`src/lrp_pkg.sv`:
```
// Purpose: shared constants for the reset, clock and power-down sequencer
// Assumes: one clock, clk at 100 MHz, standing in for the selected oscillator
// Notes: one clk cycle counts as one oscillator period
package lrp_pkg;
    localparam int unsigned LRP_CLK_HZ = 100_000_000;
    localparam int unsigned LRP_FRAME_DIV = 3072;
    localparam int unsigned LRP_RST_MIN_PERIODS = 3;
    localparam int unsigned LRP_CLEAR_CYCLES = 165;
    localparam int unsigned LRP_INIT_TIME_US = 2000;
    localparam int unsigned LRP_INIT_CYCLES = LRP_INIT_TIME_US * (LRP_CLK_HZ / 1_000_000);
    localparam int unsigned LRP_CNT_W = 20;
    localparam int unsigned LRP_VREG_W = 6;
    // nominal level in millivolts: value * 80 + 1820, value 0 means off
    localparam int unsigned LRP_MV_STEP = 80;
    localparam int unsigned LRP_MV_BASE = 1820;
    localparam int unsigned LRP_MV_W = 13;
    // reset values of the control state
    localparam logic LRP_RST_INC = 1'b1;
    localparam logic LRP_RST_SHIFT = 1'b0;
    localparam logic LRP_RST_DISP = 1'b0;
    localparam logic LRP_RST_CURS = 1'b0;
    localparam logic LRP_RST_BLINK = 1'b0;
    localparam logic LRP_RST_BUS_WIDTH = 1'b1;
    localparam logic LRP_RST_LINES = 1'b0;
    localparam logic LRP_RST_MUX = 1'b0;
    localparam logic LRP_RST_PAGE = 1'b0;
    localparam logic LRP_RST_STAGE_HI = 1'b1;
    localparam logic LRP_RST_STAGE_LO = 1'b0;
    localparam logic [5:0] LRP_RST_VREG = 6'h00;
    // control word layout
    localparam int unsigned LRP_CTL_W = 16;
    localparam int unsigned LRP_B_INC = 0;
    localparam int unsigned LRP_B_SHIFT = 1;
    localparam int unsigned LRP_B_DISP = 2;
    localparam int unsigned LRP_B_CURS = 3;
    localparam int unsigned LRP_B_BLINK = 4;
    localparam int unsigned LRP_B_BUS_WIDTH = 5;
    localparam int unsigned LRP_B_LINES = 6;
    localparam int unsigned LRP_B_MUX = 7;
    localparam int unsigned LRP_B_PAGE = 8;
    localparam int unsigned LRP_B_SYM_MODE = 9;
    localparam int unsigned LRP_B_SYM_BLINK = 10;
    localparam int unsigned LRP_B_SCREEN = 11;
    localparam int unsigned LRP_B_DCONF_P = 12;
    localparam int unsigned LRP_B_DCONF_Q = 13;
    localparam int unsigned LRP_B_TC_HI = 14;
    localparam int unsigned LRP_B_TC_LO = 15;
    localparam logic [15:0] LRP_CTL_RST = 16'h0021;
    // host register map
    localparam logic [3:0] LRP_A_CTRL = 4'h0;
    localparam logic [3:0] LRP_A_STATUS = 4'h1;
    localparam logic [3:0] LRP_A_VREG = 4'h2;
    localparam logic [3:0] LRP_A_RSTLEN = 4'h3;
    localparam int unsigned LRP_C_RESET = 0;
    localparam int unsigned LRP_C_PDOWN = 1;
    localparam int unsigned LRP_C_EXTCLK = 2;
    localparam logic [7:0] LRP_RSTLEN_DEF = 8'h04;
    typedef enum logic [1:0] {
        LRP_ST_RESET = 2'b00,
        LRP_ST_CLEAR = 2'b01,
        LRP_ST_INIT = 2'b10,
        LRP_ST_READY = 2'b11
    } lrp_state_e;
endpackage : lrp_pkg

```
`src/lrp_if.sv`:
```
// Purpose: pins between the sequencer device and its host
// Assumes: both ends on clk
// Notes: level signals only
`timescale 1ns/10ps
interface lrp_if;
    logic reset_pin;
    logic powerdown_pin;
    logic clk_sel_ext;
    logic busy_indicator;
    modport dev (input reset_pin, input powerdown_pin, input clk_sel_ext, output busy_indicator);
    modport host (output reset_pin, output powerdown_pin, output clk_sel_ext,
        input busy_indicator);
endinterface : lrp_if

```
`src/lrp_device.sv`:
```
// Purpose: reset filter, init sequence, power-down, voltage registers
// Assumes: clk is the selected clock, reset_pin synchronous to clk
// Notes: instruction decoder lies outside; it writes through instr_* ports
`timescale 1ns/10ps
// Summary of operation
// - frame tick every 3072 clocks
// - host stops clock only in power-down
// - host resets after power-up
// - reset counts only after three high periods
// - clear-display step takes 165 cycles
// - entry mode: increment, no shift
// - display, cursor, blink off
// - function set: 8-bit, one line, 1:18, page 0
// - symbol, screen, config, thermal bits cleared
// - voltage registers zero, stages hi=1 lo=0
// - busy held until 2 ms init ends
// - powerdown pin high enters power-down
// - power-down: oscillator, bias off, outputs grounded
// - power-down keeps all state except the frame counter, which it clears
// - external clock keeps instructions running
// - two 6-bit voltage registers, char and symbol
// - level equals value times 0.08 plus 1.82
// - timing independent of host bus activity
// - host ties clock input or drives clock
// - busy shown on top data line
module lrp_device
    import lrp_pkg::*;
#(
    parameter int unsigned INIT_CYCLES = lrp_pkg::LRP_INIT_CYCLES
)(
    input wire logic clk,
    input wire logic rst,
    lrp_if.dev pins,
    input wire logic instr_wr,
    input wire logic [lrp_pkg::LRP_CTL_W-1:0] instr_ctl,
    input wire logic instr_vreg_wr,
    input wire logic instr_vreg_sel,
    input wire logic [lrp_pkg::LRP_VREG_W-1:0] instr_vreg,
    input wire logic instr_stage_wr,
    input wire logic [1:0] instr_stage,
    output logic [7:0] status_byte,
    output logic [lrp_pkg::LRP_CTL_W-1:0] ctl_word,
    output logic [1:0] stage_sel,
    output logic [lrp_pkg::LRP_VREG_W-1:0] pump_level_char,
    output logic [lrp_pkg::LRP_VREG_W-1:0] pump_level_sym,
    output logic [lrp_pkg::LRP_MV_W-1:0] pump_mv,
    output logic osc_enable,
    output logic bias_enable,
    output logic drivers_grounded,
    output logic frame_tick,
    output logic clear_active
);
    import lrp_pkg::*;

    // ************************************************************
    // reset filter and sequencer
    // ************************************************************
    lrp_state_e state_r;
    lrp_state_e state_nxt;
    logic [1:0] rst_hi_r;
    logic [LRP_CNT_W-1:0] cnt_r;
    logic [11:0] frame_cnt_r;
    logic pd_r;
    logic [LRP_CTL_W-1:0] ctl_r;
    logic [1:0] stage_r;
    logic [LRP_VREG_W-1:0] va_r;
    logic [LRP_VREG_W-1:0] vb_r;
    logic busy_r;
    logic frame_r;

    // last count of a span that starts at zero
    function automatic logic lrp_span_end(input logic [LRP_CNT_W-1:0] count,
        input int unsigned span);
        lrp_span_end = (count == LRP_CNT_W'(span - 1));
    endfunction : lrp_span_end

    // a pulse must stand three edges in a row; shorter ones are ignored
    wire rst_taken = pins.reset_pin && (rst_hi_r == 2'(LRP_RST_MIN_PERIODS - 1));
    wire clear_done = lrp_span_end(cnt_r, LRP_CLEAR_CYCLES);
    wire init_done = lrp_span_end(cnt_r, INIT_CYCLES);
    // instructions run only with a clock, i.e. not in power-down unless external
    wire run = !pd_r || pins.clk_sel_ext;
    wire ready = (state_r == LRP_ST_READY);
    wire in_reset = rst || rst_taken;

    always_ff @(posedge clk)
    begin
        if (rst || !pins.reset_pin)
            rst_hi_r <= 2'h0;
        else if (rst_hi_r != 2'(LRP_RST_MIN_PERIODS - 1))
            rst_hi_r <= rst_hi_r + 2'h1;
    end

    always_comb
    begin
        state_nxt = state_r;
        case (state_r)
            LRP_ST_RESET: if (!pins.reset_pin) state_nxt = LRP_ST_CLEAR;
            LRP_ST_CLEAR: if (clear_done) state_nxt = LRP_ST_INIT;
            LRP_ST_INIT: if (init_done) state_nxt = LRP_ST_READY;
            LRP_ST_READY: state_nxt = LRP_ST_READY;
            default: state_nxt = LRP_ST_RESET;
        endcase
    end

    // a long pulse at any step restarts the sequence from the clear step
    always_ff @(posedge clk)
    begin
        if (in_reset || pins.reset_pin && state_r == LRP_ST_RESET)
            state_r <= LRP_ST_RESET;
        else
            state_r <= state_nxt;
    end

    always_ff @(posedge clk)
    begin
        if (in_reset || state_r != state_nxt || state_r == LRP_ST_RESET)
            cnt_r <= '0;
        else if (!ready)
            cnt_r <= cnt_r + LRP_CNT_W'(1);
    end

    // busy also covers the clear step and a pulse once taken on its third edge
    always_ff @(posedge clk)
    begin
        busy_r <= in_reset || !(state_nxt == LRP_ST_READY);
    end

    // ************************************************************
    // control state: reset values, instruction writes
    // ************************************************************
    // writes wait for ready, and for a running clock in power-down
    always_ff @(posedge clk)
    begin
        if (in_reset)
        begin
            ctl_r <= LRP_CTL_RST;
            stage_r <= {LRP_RST_STAGE_HI, LRP_RST_STAGE_LO};
            va_r <= LRP_RST_VREG;
            vb_r <= LRP_RST_VREG;
        end
        else if (ready && run)
        begin
            if (instr_wr)
                ctl_r <= instr_ctl;
            if (instr_stage_wr)
                stage_r <= instr_stage;
            if (instr_vreg_wr && !instr_vreg_sel)
                va_r <= instr_vreg;
            if (instr_vreg_wr && instr_vreg_sel)
                vb_r <= instr_vreg;
        end
    end

    // ************************************************************
    // power-down and frame timing
    // ************************************************************
    // the pin is taken one edge late; the power-down outputs follow this register
    always_ff @(posedge clk)
    begin
        if (rst)
            pd_r <= 1'b0;
        else
            pd_r <= pins.powerdown_pin;
    end

    // frame timing runs free of host traffic
    wire frame_wrap = (frame_cnt_r == 12'(LRP_FRAME_DIV - 1));

    always_ff @(posedge clk)
    begin
        if (rst || pd_r)
        begin
            frame_cnt_r <= 12'h000;
            frame_r <= 1'b0;
        end
        else
        begin
            frame_r <= frame_wrap;
            if (frame_wrap)
                frame_cnt_r <= 12'h000;
            else
                frame_cnt_r <= frame_cnt_r + 12'h001;
        end
    end

    // ************************************************************
    // outputs
    // ************************************************************
    wire [LRP_VREG_W-1:0] vsel = ctl_r[LRP_B_SYM_MODE] ? vb_r : va_r;
    wire vsel_off = (vsel == 6'h00);
    // a zero level means the generator is off, so no bias either
    wire [LRP_MV_W-1:0] mv = vsel_off ? '0 :
        LRP_MV_W'(vsel * LRP_MV_STEP + LRP_MV_BASE);

    assign pins.busy_indicator = busy_r;
    assign status_byte = {busy_r, 7'h00};
    assign ctl_word = ctl_r;
    assign stage_sel = stage_r;
    assign pump_level_char = va_r;
    assign pump_level_sym = vb_r;
    assign pump_mv = pd_r ? '0 : mv;
    assign osc_enable = !pd_r;
    assign bias_enable = !pd_r && !vsel_off;
    assign drivers_grounded = pd_r;
    assign frame_tick = frame_r;
    assign clear_active = (state_r == LRP_ST_CLEAR);
endmodule : lrp_device

```
`src/flat_wrapper.sv`:
```
// flat-port wrapper written by rule: the top's interface ports become plain ports
module lrp_device_flat import lrp_pkg::*;
#(
    parameter int unsigned INIT_CYCLES = lrp_pkg::LRP_INIT_CYCLES
)
  (clk, rst, instr_wr, instr_ctl, instr_vreg_wr, instr_vreg_sel, instr_vreg, instr_stage_wr, instr_stage, status_byte, ctl_word, stage_sel, pump_level_char, pump_level_sym, pump_mv, osc_enable, bias_enable, drivers_grounded, frame_tick, clear_active, pins_reset_pin, pins_powerdown_pin, pins_clk_sel_ext, pins_busy_indicator);
  lrp_if pins_i ();
  input wire logic clk;
  input wire logic rst;
  input wire logic instr_wr;
  input wire logic [lrp_pkg::LRP_CTL_W-1:0] instr_ctl;
  input wire logic instr_vreg_wr;
  input wire logic instr_vreg_sel;
  input wire logic [lrp_pkg::LRP_VREG_W-1:0] instr_vreg;
  input wire logic instr_stage_wr;
  input wire logic [1:0] instr_stage;
  output logic [7:0] status_byte;
  output logic [lrp_pkg::LRP_CTL_W-1:0] ctl_word;
  output logic [1:0] stage_sel;
  output logic [lrp_pkg::LRP_VREG_W-1:0] pump_level_char;
  output logic [lrp_pkg::LRP_VREG_W-1:0] pump_level_sym;
  output logic [lrp_pkg::LRP_MV_W-1:0] pump_mv;
  output logic osc_enable;
  output logic bias_enable;
  output logic drivers_grounded;
  output logic frame_tick;
  output logic clear_active;
  input wire logic [$bits(pins_i.reset_pin)-1:0] pins_reset_pin;
  input wire logic [$bits(pins_i.powerdown_pin)-1:0] pins_powerdown_pin;
  input wire logic [$bits(pins_i.clk_sel_ext)-1:0] pins_clk_sel_ext;
  output wire logic [$bits(pins_i.busy_indicator)-1:0] pins_busy_indicator;
  assign pins_i.reset_pin = pins_reset_pin;
  assign pins_i.powerdown_pin = pins_powerdown_pin;
  assign pins_i.clk_sel_ext = pins_clk_sel_ext;
  assign pins_busy_indicator = pins_i.busy_indicator;
  lrp_device #(.INIT_CYCLES(INIT_CYCLES)) u_core (.clk(clk), .rst(rst), .pins(pins_i), .instr_wr(instr_wr), .instr_ctl(instr_ctl), .instr_vreg_wr(instr_vreg_wr), .instr_vreg_sel(instr_vreg_sel), .instr_vreg(instr_vreg), .instr_stage_wr(instr_stage_wr), .instr_stage(instr_stage), .status_byte(status_byte), .ctl_word(ctl_word), .stage_sel(stage_sel), .pump_level_char(pump_level_char), .pump_level_sym(pump_level_sym), .pump_mv(pump_mv), .osc_enable(osc_enable), .bias_enable(bias_enable), .drivers_grounded(drivers_grounded), .frame_tick(frame_tick), .clear_active(clear_active));
endmodule
```
`config.mk`:
```
export PLATFORM = sky130hd
export DESIGN_NAME = lrp_device_flat
export DESIGN_NICKNAME = d
export VERILOG_FILES = /design/src/lrp_pkg.sv /design/src/lrp_if.sv /design/src/lrp_device.sv /design/src/flat_wrapper.sv
export SDC_FILE = /design/constraint.sdc
export NUM_CORES = 1
export LEC_CHECK = 0
export BUFFER_PORTS_ARGS = -buffer_cell sky130_fd_sc_hd__buf_4
export CAP_MARGIN = 25
export CELL_PAD_IN_SITES_DETAIL_PLACEMENT = 1
export CELL_PAD_IN_SITES_GLOBAL_PLACEMENT = 1
export CORE_MARGIN = 5
export CORE_UTILIZATION = 42
export DETAILED_ROUTE_END_ITERATION = 8
export PLACE_DENSITY = 0.83
export SKIP_LAST_GASP = 1
export SLEW_MARGIN = 15
export SYNTH_ARGS = -nofsm -noshare
export SYNTH_HDL_FRONTEND = slang
export SYNTH_SLANG_ARGS = --single-unit
```
`constraint.sdc`:
```
create_clock -name clk -period 6 [get_ports clk]
set_clock_uncertainty 0.05 [all_clocks]
set_input_delay 1.2 -clock clk [delete_from_list [all_inputs] [get_ports clk]]
set_output_delay 1.2 -clock clk [all_outputs]
set_load 0.03 [all_outputs]
```
# Word-level counts from Yosys, hierarchy flattened
# Index checks and enable logic that the tools add are counted.
[word_totals] ff_bits=69 latch_bits=0 ram_bits=0 mem_bits_ro=0 in_bits=33 elab_cells=59 memories=0
[classes] addsub=4 mul=1 div_mod_pow=0 n_lt_le_gt_ge=0 eq_ne=10 n_shift=0 muxes=7 bitwise=0 n_reduce_logical=26
[ops] op="two-way mux 13 bit" n=2
[ops] op="adder 20 x 1 -> 20 bit (second input constant)" n=1
[ops] op="equality test 20 x 18 -> 1 bit (second input constant)" n=1
[ops] op="equality test 20 x 8 -> 1 bit (second input constant)" n=1
[ops] op="adder 13 x 11 -> 13 bit (second input constant)" n=1
[ops] op="adder 12 x 1 -> 12 bit (second input constant)" n=1
[ops] op="equality test 12 bit (second input constant)" n=1
[ops] op="multiplier 6 x 3 -> 9 bit (second input constant)" n=1
[ops] op="equality test 2 bit (second input constant)" n=4
[ops] op="logical OR 1 bit" n=8
[ops] op="case mux 2 bit (4 select lines)" n=1
[ops] op="AND reduction 2 bit" n=4
[ops] op="logical AND 1 bit" n=6
[ops] op="zero test 6 bit" n=1
[ops] op="two-way mux 2 bit" n=3
[ops] op="two-way mux 6 bit" n=1
[ops] op="zero test 1 bit" n=5
[ops] op="adder 2 x 1 -> 2 bit (second input constant)" n=1
[ops] op="equality test 2 x 1 -> 1 bit (second input constant)" n=1
[ops] op="zero test 2 bit" n=1
[ops] op="!= test 2 bit" n=1
[ops] op="!= test 2 bit (second input constant)" n=1
[ops] op="OR reduction 2 bit" n=1

# Depth between registers and ports, before layout
# Gate-level depths: netlist of the first run.
[depth] ltp_word=6 mapped_depth=12 depth_no_buf=11

# Worst setup path after synthesis of the first run
# No wires, ideal clock.
[synth_path] kind="reg-to-output" from="reg u_core.ctl_r[9], in the netlist u_core.ctl_word[9]" to="out pump_mv[12] (netlist bit)" arrival_time_ns=3.094 required_ns=4.750 slack_ns=1.656 path_stages_with_launch=12 n_path_buf=1 path_cell_list="dfxtp_1 buf_6 mux2_2 ha_1 ha_1 inv_1 fa_1 xor2_1 nand3_1 mux2i_1 a221oi_1 o31a_1"
[synth_between] elab_chain_len=5 elab_cells_between_ends=6 classes_between="1 x add/sub; 1 x mul; 3 x mux; 1 x reduce/logical"
[synth_lines] element="start, declared" line_no="lrp_device.sv:64" source="logic [LRP_CTL_W-1:0] ctl_r;"
[synth_lines] element="start signal, assigned" line_no="lrp_device.sv:145" source="ctl_r <= instr_ctl;"
[synth_lines] element="two-way mux 6 bit (*)" line_no="lrp_device.sv:190" source="wire [LRP_VREG_W-1:0] vsel = ctl_r[LRP_B_SYM_MODE] ? vb_r : va_r;"
[synth_lines] element="multiplier 6 x 3 -> 9 bit" line_no="lrp_device.sv:194" source="LRP_MV_W'(vsel * LRP_MV_STEP + LRP_MV_BASE);"
[synth_lines] element="adder 13 x 11 -> 13 bit" line_no="lrp_device.sv:194"
[synth_lines] element="two-way mux 13 bit (*)" line_no="lrp_device.sv:193" source="wire [LRP_MV_W-1:0] mv = vsel_off ? '0 :"
[synth_lines] element="two-way mux 13 bit (*)" line_no="lrp_device.sv:202" source="assign pump_mv = pd_r ? '0 : mv;"
[synth_lines] element="end, declared" line_no="flat_wrapper.sv:22" source="output logic [lrp_pkg::LRP_MV_W-1:0] pump_mv;"
# Every way passes the cells marked *; elsewhere a longest branch is shown, timed or not.

# Worst setup path in the final report of the first run
# Ends and elaborated chain as after synthesis.

==> results.toml, run 1 <==
[synth]
synth-edff-count = 0
synth_top_area_share_pct = 39.4
synth.largest_area_cell = "dfxtp_1"
synth.avg_cell_area_sq_um = 8.47
yosysWarnings = 0
ys_seq_area_share_pct = 39.4
ys.flop_type = "dfxtp_1"
synthTopCellsByArea = "dfxtp_1 (39%), nor2_1 (7.5%), xnor2_1 (5.5%), nand3_1 (5.3%), ha_1 (5.0%)"
synthCells = 414
synth_seq_cells = 69
synth_area_sq_um = 3510
ys_types = 50
async_reset_ff_share_pct = 0

[power]
power.density_nw_per_um2 = 216
totalPowerFinal_mw = 0.934
p_int_mw = 0.714
p_leak_nw = 1.80
ir_worst_vdd_mv = 0.112
combinationalPowerShare_pct = 5.7
swShare_pct = 23.6
clkPwrFrac_pct = 44.5
switchingPower_mw = 0.220
seqPwrFrac_pct = 49.8

[setup_path]
cp_slowest_stage_delay_ps = 610
start_kind = "flip-flop"
path_common_cell = "ha_1"
critPathCaptureType = "output port"
cp_max_fo = 10
worstPathRequired_ps = 4750
path_class = "reg2out"
cp_slowest_cell = "dfxtp_1"
crit_chain = "mux2_2, ha_1, ha_1, inv_1, fa_1, xor2_1, nand3_1, mux2i_1, a221oi_1, o31a_1, buf_4"
crit_arrival_ps = 3650

[sta]
rsz0062_at_grt = "false"
finalSetupViolations = 0
layout_setup_ws_ps = 1100
fin_tns_setup_ps = 0
min_period_over_period_pct = 81.6
period_needed_ps = 4900
clock.fmax_mhz = 204
hold_viol = 0
slew_headroom_pct = 34.6
tightest_slew_ps = 981
maxSlewViolCount = 0

[clock_network]
clockBufferDepth = 2
cts_setup_buffers = 0
cts_made_buffers = 9
cts.clk_slew.worst_paths_ps = 70
cts_tree = "yes"
cts-resized-gates = 0
cts_sinks = 69
ctsHoldBuffers = 0
root_buffer = "clkbuf_8"
insertion_delay_ps = 350
htreeDepth = 3

[global_routing]
grt_pass1_vias = 3177
overflow = 0
grt_pass1_wl_um = 15500
grt_max_degree = 31
antenna_found_initial = 0
track_usage_pct = 18.9

[cells_and_area]
seq_area_sq_um = 1380
layout-drive-gt1-share_pct = 22.3
area_growth_pct = 23.6
post-route-util_pct = 53.0
nets = 537
fillers = 1006
antenna_cells = 0
layout.cells.non_filler = 598
multi_input_comb_area_sq_um = 1930

[routing]
drcViolationCount = 0
drt-total-wl_um = 9510
num_vias = 3088
drt-pass1-iter-count = 4
ant_nets = 0
drt-vias-per-instance = 5.16
drt_iter0_drc = 93
wl_per_cell_um = 15.9

[die]
die_h_um = 101
core_sq_um = 8180
die_w_um = 101
fp.dieArea_sq_um = 10300
rows = 33
io_pins = 90
start_util_pct = 42.9

[place]
gp_congestion = 0.816
hpwl_um = 7140
port_buffers = 80
dp_worst_setup_slack_ps = 1470
dp.cells = 583

[flow_run]
cap_violations = 0

[status]
outcome = "finished clean"

[hold_path]
worst_hold_path_type = "reg2reg"
layout by cell type (no fill, tap or decap), types with 3 or more instances in the layout:
| master | instances |
|---|---|
| ha_1 | 14 |
| clkbuf_8 | 9 |
| xnor2_1 | 22 |
| and4_1 | 3 |
| nand3_1 | 37 |
| conb_1 | 9 |
| and2_1 | 3 |
| nand2_1 | 37 |
| nor3_1 | 7 |
| dfxtp_1 | 69 |
| nand4_1 | 8 |
| mux2i_1 | 15 |
| nor4_1 | 5 |
| buf_4 | 82 |
| o21ai_0 | 3 |
| a21oi_1 | 26 |
| and3_1 | 4 |
| inv_1 | 15 |
| nand2b_1 | 3 |
| nor2_1 | 70 |
| xor2_1 | 14 |
cells in the mapped netlist (2+ instances only):
cell type / count
clkbuf_1: 7
xnor2_1: 22
a31oi_1: 2
nand4_1: 8
mux2_2: 2
nor2b_1: 2
dfxtp_1: 69
buf_4: 12
and4_1: 3
and2_1: 3
inv_1: 15
inv_2: 2
mux2i_1: 15
nand2_1: 37
nor4_1: 5
nor2_1: 70
nor3_1: 7
and3b_1: 2
and3_1: 4
nand3_1: 37
a21oi_1: 26
buf_6: 2
nand2b_1: 3
ha_1: 14
o21ai_0: 3
xor2_1: 14
buf_2: 5
worst max-delay path, delay by kind of cell (launching register included):
family | cells | cell delay (ps)
muxes | 2 | 620
AOI/OAI and AO/OA | 2 | 470
buffers and inverters | 2 | 220
and+or+nand+nor | 1 | 250
adders and majority gates | 3 | 850
DFF | 1 | 610
xor gates and xnor gates | 1 | 290
area by class of cell:
type | count | area share, %
multi-input combinational | 310 | 44.5
clock inverter | 6 | 2.05
tap | 105 | 3.03
timing repair buffer | 82 | 14.2
clock buffer | 9 | 2.86
sequential | 69 | 31.9
inverter | 17 | 1.47
final timing paths:
path / startpoint / endpoint / slack [ps] / depth (start not counted)
max: u_core.ctl_word[9] / pump_mv[12] / 1100 / 11
min: u_core.frame_cnt_r[0] / u_core.frame_cnt_r[0] / 400 / 1
max reg2reg: u_core.state_r[1] / u_core.pump_level_char[0] / 3650 / 6
min reg2reg: u_core.frame_cnt_r[0] / u_core.frame_cnt_r[0] / 400 / 1
per-layer routing:
| metal | vias up | share of wire [%] | GRT usage, % |
|---|---|---|---|
| met5 | - | 0 | 0 |
| met4 | 0 | 2.3 | 7.57 |
| met3 | 16 | 4.8 | 3.86 |
| met2 | 64 | 50 | 33.0 |
| met1 | 1476 | 43 | 22.6 |
| li1 | 1532 | - | - |
sequential cells by signal (all words and copies together) (netlist names):
| signal | count |
|---|---|
| u_core.frame_tick | 1 |
| u_core.cnt_r | 20 |
| u_core.pump_level_sym | 6 |
| u_core.drivers_grounded | 1 |
| u_core.stage_sel | 2 |
| u_core.ctl_word | 16 |
| u_core.pins.busy_indicator | 1 |
| u_core.pump_level_char | 6 |
| u_core.rst_hi_r | 2 |
| u_core.frame_cnt_r | 12 |
| u_core.state_r | 2 |
power by group through the flow:
stage,registers [mW],clock network (mW),logic (mW)
after CTS,0.465,0.425,0.0541
final,0.465,0.415,0.0536
after global placement,0.476,0,0.0526
after global routing,0.466,0.448,0.0590
after detailed placement,0.476,0,0.0534
after floorplan,0.474,0,0.0341
through the flow:
stage | hold WS [ps] | area (sq um)
after CTS | 409 | 4330
after detailed placement | 393 | 4120
after global placement | 379 | 4120
after global routing | 433 | 4330
final | 402 | 4330
after floorplan | 368 | 3540
cell families (layout without fill, tap and decap cells):
group / count (synthesis) / after routing / synth area share [%]
and+or+nand+nor: 191 / 191 / 26.1
other: 1 / 9 / 0.107
muxes: 19 / 19 / 6.00
AOI/OAI and AO/OA: 40 / 40 / 7.32
buffers and inverters: 43 / 114 / 6.50
xor gates and xnor gates: 36 / 36 / 8.99
DFF: 69 / 69 / 39.4
adders and majority gates: 15 / 15 / 5.57
No activity file was read; power rests on OpenSTA's default activity.
==> run 2, diff against run 1 <==
- CORE_UTILIZATION: 42 -> 39
- PLACE_DENSITY: 0.83 -> 0.78
- clock period: 6 -> 5.1 ns (I/O delays scaled with it)
==> results.toml, run 2 (synthesis gave the netlist of run 1 again) <==
[routing]
wl_per_cell_um = 15.7
drt-total-wl_um = 9460
drt-pass1-iter-count = 4
drcViolationCount = 0
drt-vias-per-instance = 5.12
drt_iter0_drc = 131
num_vias = 3078
ant_nets = 0

[global_routing]
top_usage_layer = "met2"
grt_pass1_vias = 3264
grt_max_degree = 31
grt_util_met1_pct = 19.6
overflow = 0
grt_pass1_wl_um = 15700
use_met3_pct = 4.01
track_usage_pct = 17.1
antenna_found_initial = 0
gr-usage-met2_pct = 31.9

[setup_path]
worstPathRequired_ps = 4030
regToRegStartpoint = "u_core.cnt_r[0]"
crit_start = "u_core.ctl_word[9]"
start_kind = "flip-flop"
crit_family = "adder cells"
critPathCaptureType = "output port"
crit_buf_inv = 2
rrSetupSlack_ps = 2870
cp_max_fo = 10
path_class = "reg2out"
crit_arrival_ps = 3700
cp_slowest_cell = "dfxtp_1"
cp_slowest_stage_delay_ps = 630
path_common_cell = "ha_1"
reg2reg_depth = 6
r2r-end = "u_core.cnt_r[16]"
crit_chain = "mux2_2, ha_1, ha_1, inv_1, fa_1, xor2_1, nand3_1, mux2i_1, a221oi_1, o31a_1, buf_4"

[power]
p_leak_nw = 1.80
swShare_pct = 23.9
combinationalPowerShare_pct = 6.0
power.density_nw_per_um2 = 245
ir_worst_vdd_mv = 0.103
clkPwrFrac_pct = 42.4
seqPwrFrac_pct = 51.7
p_int_mw = 0.806
switchingPower_mw = 0.253

[clock_network]
root_buffer = "clkbuf_8"
cts_made_buffers = 9
cts_setup_buffers = 0
cts.clk_slew.worst_paths_ps = 70
htreeDepth = 3
cts_sinks = 69
insertion_delay_ps = 340
cts-resized-gates = 0
ctsHoldBuffers = 0
cts_tree = "yes"
clockBufferDepth = 2

[sta]
hold_viol = 0
tightest_slew_ps = 988
maxSlewViolCount = 0
slew_headroom_pct = 34.1
period_needed_ps = 4770
finalSetupViolations = 0
rsz0062_at_grt = "false"
fin_tns_setup_ps = 0
clock.fmax_mhz = 210
min_period_over_period_pct = 93.5

[hold_path]
hold_start = "u_core.frame_cnt_r[0]"
worst_hold_path_type = "reg2reg"
hold_path_depth = 1
min_to = "u_core.frame_cnt_r[0]"

[cells_and_area]
post-route-util_pct = 49.5
area_growth_pct = 23.2
largest-register = "u_core.cnt_r"
largest_reg_flops = 20
fillers = 1064
layout.cells.non_filler = 601
nets = 537
mostFrequentLayoutCell = "buf_4"
antenna_cells = 0
layout-drive-gt1-share_pct = 22.3
mostFrequentLayoutCells = "buf_4 (82), nor2_1 (70), dfxtp_1 (69), nand2_1 (37), nand3_1 (37)"

[die]
rows = 34
fp.dieArea_sq_um = 11000
io_pins = 90
die_h_um = 105
start_util_pct = 40.2
core_sq_um = 8720
die_w_um = 105

[place]
port_buffers = 80
dp.cells = 586
hpwl_um = 7230
gp_congestion = 0.810

[status]
outcome = "finished clean"

[flow_run]
cap_violations = 0
run 2: changes by cell type in the layout (fill, tap and decap cells not counted), sizes merged:
cell	before	now
bufinv	2	1
clkbuf	9	10
clkinvlp	2	1
inv	17	18
run 2: layout make-up:
class / instances / area (sq um) / area share (%)
clock buffer: 10 / 138 / 3.19
clock inverter: 5 / 60.1 / 1.39
inverter: 17 / 63.8 / 1.48
multi-input combinational: 310 / 1930 / 44.6
sequential: 69 / 1380 / 32.0
tap: 108 / 135 / 3.13
timing repair buffer: 82 / 616 / 14.2
run 2: how the worst max path moves through the flow:
stage                  endpoint  cells after the start  slack, ps
finish              pump_mv[12]                     11        330
global route        pump_mv[12]                     12        160
CTS                 pump_mv[12]                     11        350
detailed placement  pump_mv[12]                     11        730
global placement    pump_mv[12]                     11        920
floorplan           pump_mv[12]                     11        940
run 2: per-stage QoR:
| stage | power [mW] | worst slack, ps | instance area (sq um) | hold slack (ps) |
|---|---|---|---|---|
| 3_3_place_gp | 0.621 | 918 | 4120 | 381 |
| 3_5_place_dp | 0.623 | 735 | 4120 | 395 |
| 6_report | 1.06 | 329 | 4320 | 405 |
| 5_1_grt | 1.10 | 160 | 4320 | 428 |
| 4_1_cts | 1.07 | 347 | 4320 | 407 |
| 2_1_floorplan | 0.598 | 936 | 3540 | 368 |
run 2: metal layers:
metal,vias up,part of all wire (%)
met5,-,0
met4,0,1.0
li1,1537,-
met3,9,3.6
met1,1482,43
met2,50,52
run 2: power groups by stage:
stage,combinational [mW],clock (mW),sequential [mW]
after CTS,0.0638,0.462,0.547
after global routing,0.0694,0.483,0.548
after detailed placement,0.0631,0,0.560
after floorplan,0.0401,0,0.558
final,0.0631,0.449,0.547
after global placement,0.0612,0,0.560
